**src/core/evt_ctl_pkg.sv**
```systemverilog
/*
 * shared constants and carriers for the event count and page control register bank.
 * assumes an apb master with 32-bit data; registers hold 8 bits in the low byte lane.
 */
package evt_ctl_pkg;

    // ==========================================================
    // register indices (byte address = 4 * index)
    localparam logic [5:0] IDX_PAGE = 6'h10;
    localparam logic [5:0] IDX_DEV_ID = 6'h11;
    localparam logic [5:0] IDX_LOWER_EN = 6'h12;
    localparam logic [5:0] IDX_UPPER_OPT = 6'h13;
    localparam logic [5:0] IDX_RECORD_EN = 6'h14;
    localparam logic [5:0] IDX_CNT_FIRST = 6'h12;
    localparam logic [5:0] IDX_CNT_LAST_P3 = 6'h1f;
    localparam logic [5:0] IDX_CNT_LAST_P4 = 6'h1d;
    localparam logic [4:0] CNT_P4_BASE = 5'h0e;

    // ==========================================================
    // pages
    localparam logic [3:0] PAGE_CTRL = 4'h0;
    localparam logic [3:0] PAGE_CNT_A = 4'h3;
    localparam logic [3:0] PAGE_CNT_B = 4'h4;

    // ==========================================================
    // field positions
    localparam int POS_FLAG_FOUND = 4;
    localparam int POS_LOW_COUNT = 5;
    localparam int POS_HIGH_COUNT = 6;
    localparam int POS_FULL_COUNT = 7;
    localparam int POS_RECEIVE = 5;
    localparam int POS_CLEAR_ON_READ = 0;
    localparam int POS_FREEZE_AT_FULL = 1;
    localparam int POS_TX_COL = 3;
    localparam int POS_RX_COL = 4;
    localparam int POS_LATE_COL = 5;
    localparam logic [7:0] UPPER_OPT_WMASK = 8'h3b;

    // ==========================================================
    // reset values and counter thresholds
    localparam logic [3:0] PAGE_RST = 4'h0;
    localparam logic [7:0] LOWER_EN_RST = 8'h00;
    localparam logic [7:0] UPPER_OPT_RST = 8'h00;
    localparam logic [7:0] RECORD_EN_RST = 8'h00;
    localparam logic [15:0] CNT_LOW_LIMIT = 16'h00ff;
    localparam logic [15:0] CNT_HIGH_LIMIT = 16'hc000;
    localparam logic [15:0] CNT_FULL = 16'hffff;

    // ==========================================================
    // carriers
    typedef struct packed {
        logic bad_link;
        logic partition;
        logic receive;
        logic short_ev;
        logic no_sfd;
        logic carrier_err;
        logic elastic_buf_err;
        logic jabber;
    } class_evt_s;

    typedef struct packed {
        logic late_col;
        logic rx_col;
        logic tx_col;
        class_evt_s cls;
    } port_evt_s;

    typedef struct packed {
        logic full_counter_status;
        logic high_count_status;
        logic low_count_status;
        logic flag_found_status;
    } summary_s;

endpackage : evt_ctl_pkg

```
**src/core/evt_ctl_regs.sv**
```systemverilog
/*
 * page select, event summary, revision and event count / record masks, with the
 * per-port event counters and flag latches they steer, behind an apb slave.
 * assumes per-port event pulses arrive one cycle wide from logic on pclk.
 */
`timescale 1ns/1ps
module evt_ctl_regs
    import evt_ctl_pkg::*;
#(
    parameter int NUM_PORTS = 13,
    parameter logic [7:0] DEV_REV_ID = 8'h5a // arbitrary value
) (
    input wire logic pclk,
    input wire logic presetn,
    input wire logic ce,
    input wire logic psel,
    input wire logic penable,
    input wire logic pwrite,
    input wire logic [7:0] paddr,
    input wire logic [31:0] pwdata,
    output logic [31:0] prdata,
    output logic pready,
    output logic pslverr,
    input wire port_evt_s evt [NUM_PORTS],
    input wire logic flags_clr,
    input wire logic [3:0] irq_cfg_n,
    output logic [3:0] page_sel,
    output summary_s summary,
    output logic event_log_irq
);

    // ==========================================================
    // state
    logic [3:0] page_q;
    logic [7:0] lower_en_q;
    logic [7:0] upper_opt_q;
    logic [7:0] record_en_q;
    logic [15:0] cnt_q [NUM_PORTS];
    logic [7:0] flag_q [NUM_PORTS];
    logic [31:0] prdata_q;
    logic pready_q;
    logic pslverr_q;
    summary_s summary_q;
    logic irq_q;

    // ==========================================================
    // apb decode
    wire logic [5:0] idx = paddr[7:2];
    wire logic acc = ce & psel & penable & ~pready_q;
    wire logic done = ce & psel & penable & pready_q;
    wire logic hit_page = (idx == IDX_PAGE);
    wire logic on_ctrl = (page_q == PAGE_CTRL);
    wire logic hit_id = on_ctrl & (idx == IDX_DEV_ID);
    wire logic hit_lower = on_ctrl & (idx == IDX_LOWER_EN);
    wire logic hit_upper = on_ctrl & (idx == IDX_UPPER_OPT);
    wire logic hit_record = on_ctrl & (idx == IDX_RECORD_EN);
    wire logic in_cnt_a = (page_q == PAGE_CNT_A) & (idx >= IDX_CNT_FIRST) & (idx <= IDX_CNT_LAST_P3);
    wire logic in_cnt_b = (page_q == PAGE_CNT_B) & (idx >= IDX_CNT_FIRST) & (idx <= IDX_CNT_LAST_P4);
    wire logic [4:0] cnt_off = 5'(idx - IDX_CNT_FIRST);
    wire logic [4:0] cnt_lin = in_cnt_b ? 5'(cnt_off + CNT_P4_BASE) : cnt_off;
    wire logic [3:0] cnt_port = cnt_lin[4:1];
    wire logic cnt_hi = cnt_lin[0];
    wire logic hit_cnt = (in_cnt_a | in_cnt_b) & (32'(cnt_port) < NUM_PORTS);
    wire logic [15:0] cnt_sel = hit_cnt ? cnt_q[cnt_port] : 16'h0000;
    wire logic [7:0] cnt_byte = cnt_hi ? cnt_sel[15:8] : cnt_sel[7:0];
    wire logic mapped = hit_page | hit_id | hit_lower | hit_upper | hit_record | hit_cnt;
    wire logic wr_done = done & pwrite;
    wire logic rd_done = done & ~pwrite;
    wire logic [7:0] wbyte = pwdata[7:0];

    // ==========================================================
    // read mux
    wire logic [7:0] rd_byte =
        hit_page ? {summary_q, page_q} :
        hit_id ? DEV_REV_ID :
        hit_lower ? lower_en_q :
        hit_upper ? (upper_opt_q & UPPER_OPT_WMASK) :
        hit_record ? record_en_q :
        hit_cnt ? cnt_byte : 8'h00;

    // ==========================================================
    // apb answer: one wait cycle, then pready
    always_ff @(posedge pclk or negedge presetn) begin
        if (!presetn) begin
            pready_q <= 1'b0;
            pslverr_q <= 1'b0;
            prdata_q <= 32'h0000_0000;
        end else if (ce) begin
            pready_q <= acc;
            if (acc) begin
                pslverr_q <= ~mapped;
                prdata_q <= pwrite ? 32'h0000_0000 : {24'h00_0000, rd_byte};
            end
        end
    end

    // ==========================================================
    // control registers, committed at the completing edge
    always_ff @(posedge pclk or negedge presetn) begin
        if (!presetn) begin
            page_q <= PAGE_RST;
            lower_en_q <= LOWER_EN_RST;
            upper_opt_q <= UPPER_OPT_RST;
            record_en_q <= RECORD_EN_RST;
        end else if (ce && wr_done) begin
            if (hit_page)
                page_q <= wbyte[3:0];
            if (hit_lower)
                lower_en_q <= wbyte;
            if (hit_upper)
                upper_opt_q <= wbyte & UPPER_OPT_WMASK;
            if (hit_record)
                record_en_q <= wbyte;
        end
    end

    // ==========================================================
    // per-port counters and flag latches
    logic [NUM_PORTS-1:0] below_v;
    logic [NUM_PORTS-1:0] above_v;
    logic [NUM_PORTS-1:0] full_v;
    logic [NUM_PORTS-1:0] flag_v;
    wire logic opt_clr = upper_opt_q[POS_CLEAR_ON_READ];
    wire logic opt_frz = upper_opt_q[POS_FREEZE_AT_FULL];

    for (genvar p = 0; p < NUM_PORTS; p++) begin : g_port
        wire logic any_col = evt[p].tx_col | evt[p].rx_col | evt[p].late_col;
        wire logic [7:0] cls_hit = evt[p].cls & lower_en_q;
        wire logic rx_ok = cls_hit[POS_RECEIVE] & ~any_col;
        wire logic [3:0] inc_cls = 4'(cls_hit[0]) + 4'(cls_hit[1]) + 4'(cls_hit[2]) + 4'(cls_hit[3])
            + 4'(cls_hit[4]) + 4'(rx_ok) + 4'(cls_hit[6]) + 4'(cls_hit[7]);
        wire logic [3:0] inc_col = 4'(evt[p].tx_col & upper_opt_q[POS_TX_COL])
            + 4'(evt[p].rx_col & upper_opt_q[POS_RX_COL])
            + 4'(evt[p].late_col & upper_opt_q[POS_LATE_COL]);
        wire logic [3:0] inc = 4'(inc_cls + inc_col);
        wire logic rd_clr = rd_done & opt_clr & hit_cnt & cnt_hi & (cnt_port == 4'(p));
        wire logic [15:0] base = rd_clr ? 16'h0000 : cnt_q[p];
        wire logic [16:0] sum = {1'b0, base} + {13'h0000, inc};
        wire logic [15:0] cnt_d =
            (opt_frz && base == CNT_FULL) ? CNT_FULL :
            (opt_frz && sum[16]) ? CNT_FULL :
            sum[15:0];
        wire logic [7:0] rec_hit = {evt[p].cls.bad_link, evt[p].cls.partition, evt[p].late_col,
            evt[p].cls[4:0]} & record_en_q;

        always_ff @(posedge pclk or negedge presetn) begin
            if (!presetn) begin
                cnt_q[p] <= 16'h0000;
                flag_q[p] <= 8'h00;
            end else if (ce) begin
                cnt_q[p] <= cnt_d;
                flag_q[p] <= (flags_clr ? 8'h00 : flag_q[p]) | rec_hit; // set wins over clear
            end
        end

        assign below_v[p] = cnt_q[p] < CNT_LOW_LIMIT;
        assign above_v[p] = cnt_q[p] > CNT_HIGH_LIMIT;
        assign full_v[p] = cnt_q[p] == CNT_FULL;
        assign flag_v[p] = |(flag_q[p] & record_en_q);
    end

    // ==========================================================
    // summary status and event log interrupt
    summary_s summary_d;
    assign summary_d = '{full_counter_status: |full_v, high_count_status: |above_v,
                         low_count_status: |below_v, flag_found_status: |flag_v};
    wire logic irq_d = (summary_d.flag_found_status & ~irq_cfg_n[0])
        | (summary_d.low_count_status & ~irq_cfg_n[1])
        | (summary_d.high_count_status & ~irq_cfg_n[2])
        | (summary_d.full_counter_status & ~irq_cfg_n[3]);

    always_ff @(posedge pclk or negedge presetn) begin
        if (!presetn) begin
            summary_q <= '0;
            irq_q <= 1'b0;
        end else if (ce) begin
            summary_q <= summary_d;
            irq_q <= irq_d;
        end
    end

    assign prdata = prdata_q;
    assign pready = pready_q;
    assign pslverr = pslverr_q;
    assign page_sel = page_q;
    assign summary = summary_q;
    assign event_log_irq = irq_q;

    // ==========================================================
    // assertions
    wire port_evt_s e0 = evt[0];
    wire logic quiet0 = ~flags_clr & ~(rd_done & hit_cnt);
endmodule : evt_ctl_regs

```
**config.mk**
```make
export PLATFORM = sky130hd
export DESIGN_NAME = evt_ctl_regs
export DESIGN_NICKNAME = d
export VERILOG_FILES = /design/src/core/evt_ctl_pkg.sv /design/src/core/evt_ctl_regs.sv
export SDC_FILE = /design/constraint.sdc
export NUM_CORES = 1
export LEC_CHECK = 0
export BUFFER_PORTS_ARGS = -buffer_cell sky130_fd_sc_hd__buf_2
export CAP_MARGIN = 20
export CORE_ASPECT_RATIO = 0.7
export CORE_UTILIZATION = 30
export CTS_BUF_LIST = sky130_fd_sc_hd__clkbuf_4 sky130_fd_sc_hd__clkbuf_8 sky130_fd_sc_hd__clkbuf_16
export CTS_CLUSTER_SIZE = 30
export DETAILED_ROUTE_END_ITERATION = 8
export PLACE_DENSITY_LB_ADDON = 0.15
export REMOVE_ABC_BUFFERS = 1
export SLEW_MARGIN = 20
export SYNTH_ARGS = -nofsm -noshare
export SYNTH_HDL_FRONTEND = slang
export SYNTH_SLANG_ARGS = --single-unit
export TNS_END_PERCENT = 5
```
**constraint.sdc**
```tcl
create_clock -name pclk -period 8.5 [get_ports pclk]
set_input_delay 1.275 -clock pclk [delete_from_list [all_inputs] [get_ports pclk]]
set_output_delay 1.275 -clock pclk [all_outputs]
set_load 0.05 [all_outputs]
```
==> flow_summary_export.csv <==
group,metric,value,unit
hold_path,hp-class,"reg -> reg",
synthesis,seq_area_frac_synth,32.3,%
finish,syn2layout_area_growth,13.6,%
finish,nets,3660,
worst_setup_path,cp-start-kind,"input pin",
finish,fillers,9482,
worst_setup_path,crit_path_max_fanout,28,
synthesis,syn_area,27300,um^2
worst_setup_path,worstSetupPathType,"in -> reg",
flow_run,max-cap-violations,0,
worst_setup_path,slowest_stage,"ha_4",
placement,gp_congestion,1.01,
global_route,grt_overflow,0,
clocking,ctsResizeCount,0,
worst_setup_path,worst_setup_path_end_kind,"flop",
synthesis,synth_edf_count,0,
finish,multi_input_area,17200,um^2
clocking,tritoncts,"built",
worst_setup_path,cp.required,8940,ps
clocking,path_clk_slew,60,ps
floorplan,initial_core_util,30.3,%
clocking,cts_setup_buffers,0,
clocking,postCtsHoldBufs,0,
drt,via_count,26200,
global_route,grt_util_all_layers,26.8,%
sta,final.setup_skew,25.8,ps
global_route,grt_pass1_vias,24500,
drt,drc,0,
worst_setup_path,crit_top_cell,"inv_1",
sta,worstMarginPinSlew,1110,ps
sta,slew_headroom,25.0,%
sta,rsz0062_at_grt,"false",
finish,fin_area,31000,um^2
placement,dp_cells,4418,
synthesis,syn_inst,3133,
drt,drtPass1Iterations,6,
pwr,vdd_ir_drop_max,0.123,mV
global_route,antenna_found_initial,14,
sta,maxSlewViolCount,0,
floorplan,io_pins,237,
sta,finalCritPeriodShare,88.8,%
floorplan,die_h,254,um
synthesis,async_flop_share,100,%
floorplan,fp.dieW,363,um
pwr,power.density,153,nW/um^2
clocking,htreeDepth,2,
finish,drive_gt1_share,13.1,%
floorplan,fp-row-count,92,
worst_setup_path,arrival,7990,ps
sta,setup_violations,0,
finish,seq_area,8810,um^2
global_route,grt_pass1_wl,179000,um
clocking,clk_path_buf_depth,3,
placement,port_buffers,186,
clocking,clk_latency,610,ps
synthesis,avgSynthCellArea,8.72,um^2
drt,drt-total-wl,127000,um
global_route,grt_max_degree,111,
drt,vias_per_cell,5.84,
sta,finalCriticalPeriod,7550,ps
synthesis,synth-warning-count,0,
synthesis,ys_seq_elements,352,
worst_setup_path,path_cells,"buf_2, inv_1, ha_4, clkinv_1, a211oi_2, buf_4, nand3_1, and2_1, ha_1, inv_1, fa_1, inv_1, ha_1, fa_1, a21o_1, a21oi_1, nor2b_1, o311ai_0, o21ai_1, buf_4, a21o_1, a21oi_1, a211oi_1",
outcome,status,"complete, no violations",
clocking,cts_root_buf,"clkbuf_16",
placement,placed_area,29500,um^2
synthesis,synth_flop_cell,"dfrtp_1",
finish,stdcell_count,4496,
synthesis,synthDistinctLibCells,94,
sta,hold_viol_final,0,
drt,ant_nets,0,
clocking,clock-sinks,352,
placement,dp_hpwl,99200,um
sta,fmax,0.133,GHz
floorplan,die_area,92200,um^2
worst_setup_path,slowest_delay,600,ps
clocking,cts-buffers-inserted,42,
floorplan,placeableCoreArea,90100,um^2
drt,drtIter0Drc,3176,
pwr,power.leakage,13.3,nW
drt,wl_per_cell,28.1,um
report_power, final:
| group | internal, mW | switching, mW | total [mW] | leakage (nW) |
|---|---|---|---|---|
| Clock | 1.13 | 0.852 | 1.98 | 0.730 |
| Sequential | 1.74 | 0.151 | 1.89 | 4.34 |
| Combinational | 0.293 | 0.572 | 0.865 | 8.27 |
| Total | 3.16 | 1.57 | 4.74 | 13.3 |
sequential cells by signal, summed over array words and instances, names as in the netlist:
name / count
summary: 4
upper_opt_q: 5
event_log_irq: 1
lower_en_q: 8
prdata: 8
flag_q: 104
page_sel: 4
pslverr: 1
pready: 1
cnt_q: 208
record_en_q: 8
cells in the mapped netlist (14+ instances only):
cell / n / area, um^2
mux2_2: 49 / 552
and2_1: 94 / 588
nor4_1: 64 / 400
ha_1: 135 / 1690
o31ai_1: 25 / 188
nor2b_1: 34 / 213
a221oi_1: 16 / 140
a22o_1: 138 / 1210
a31oi_1: 61 / 382
a21o_1: 42 / 315
o21ai_0: 173 / 866
clkbuf_1: 140 / 526
mux2i_1: 35 / 350
nand3_1: 119 / 596
o21bai_1: 22 / 165
and3_1: 40 / 250
nand2b_1: 14 / 87.6
xnor2_1: 31 / 272
buf_4: 28 / 210
dfrtp_1: 352 / 8810
o22a_1: 37 / 324
a21oi_1: 182 / 911
buf_1: 16 / 60.1
nor2_1: 219 / 822
a211oi_1: 18 / 135
nor3_1: 75 / 375
nand2_1: 343 / 1290
o22ai_1: 14 / 87.6
or4_1: 15 / 113
buf_2: 29 / 145
fa_1: 91 / 1820
inv_1: 146 / 548
o41ai_1: 20 / 175
nand4_1: 60 / 375
logic make-up after synthesis:
kind of cell    count (synthesis)  synth area share (%)
buf+inv                       361                  5.48
mux                            90                  3.81
fa+ha+maj                     226                  12.9
simple gates                 1143                  20.9
xor+xnor                       41                  1.32
flops                         352                  32.3
other cells                     1                0.0137
compound gates                919                  23.3
layer usage:
| layer | vias to the layer above | GRT usage [%] | wire length, um |
|---|---|---|---|
| met5 | - | 0 | 89 |
| met4 | 10 | 6.35 | 2980 |
| met3 | 151 | 12.9 | 16700 |
| met2 | 1150 | 33.9 | 47500 |
| met1 | 13200 | 39.7 | 59300 |
| li1 | 11800 | - | - |
path summary, 6_finish.rpt:
kind / startpoint / to / slack, ps / depth (start not counted)
setup / recovery: paddr[3] / cnt_q[203] / 950 / 23
hold reg to reg: pslverr / pslverr / 500 / 2
hold / removal: pslverr / pslverr / 500 / 2
max in group asynchronous: presetn / lower_en_q[5] / 6350 / 2
setup reg to reg: page_sel[0] / cnt_q[120] / 1290 / 20
min in group asynchronous: presetn / cnt_q[74] / 690 / 1
per-stage QoR:
| step | total power, mW | utilization, % | setup TNS, ps | hold WS, ps | setup WS, ps |
|---|---|---|---|---|---|
| 2_1_floorplan | 2.34 | - | -67670 | 464 | -1280 |
| 3_3_place_gp | 2.75 | 32.8 | 0 | 483 | 530 |
| 3_5_place_dp | 2.75 | 32.8 | 0 | 484 | 547 |
| 4_1_cts | 4.75 | 34.4 | 0 | 498 | 1170 |
| 5_1_grt | 4.91 | 34.4 | 0 | 513 | 598 |
| 6_report | 4.74 | 34.4 | 0 | 497 | 954 |
layout make-up:
cell class / count / share of cell area [%]
repair buffers: 254 / 4.79
flip-flops and latches: 352 / 28.4
diodes: 3 / 0.0242
clock inverters: 15 / 0.581
well taps: 1222 / 4.93
clock buffers: 60 / 4.08
inverters: 147 / 1.78
multi-input cells: 2443 / 55.4
cell usage in the layout, fill, tap and decap left out, types with 66 or more instances in the layout:
master   instances
nor2_1         218
nand2_1        342
nor3_1          74
ha_1           134
buf_2          184
buf_4           66
dfrtp_1        351
inv_1          145
a22o_1         138
and2_1          94
o21ai_0        172
nand3_1        119
fa_1            91
a21oi_1        182
critical path, delay by kind of cell:
kind	cells	cell delay (ps)
adder cells (fa/ha/maj)	5	2190
AND/OR/NAND/NOR	3	860
buffers and inverters	7	1810
AO/OA/AOI/OAI	8	1810
(Power assumes the default switching activity.)
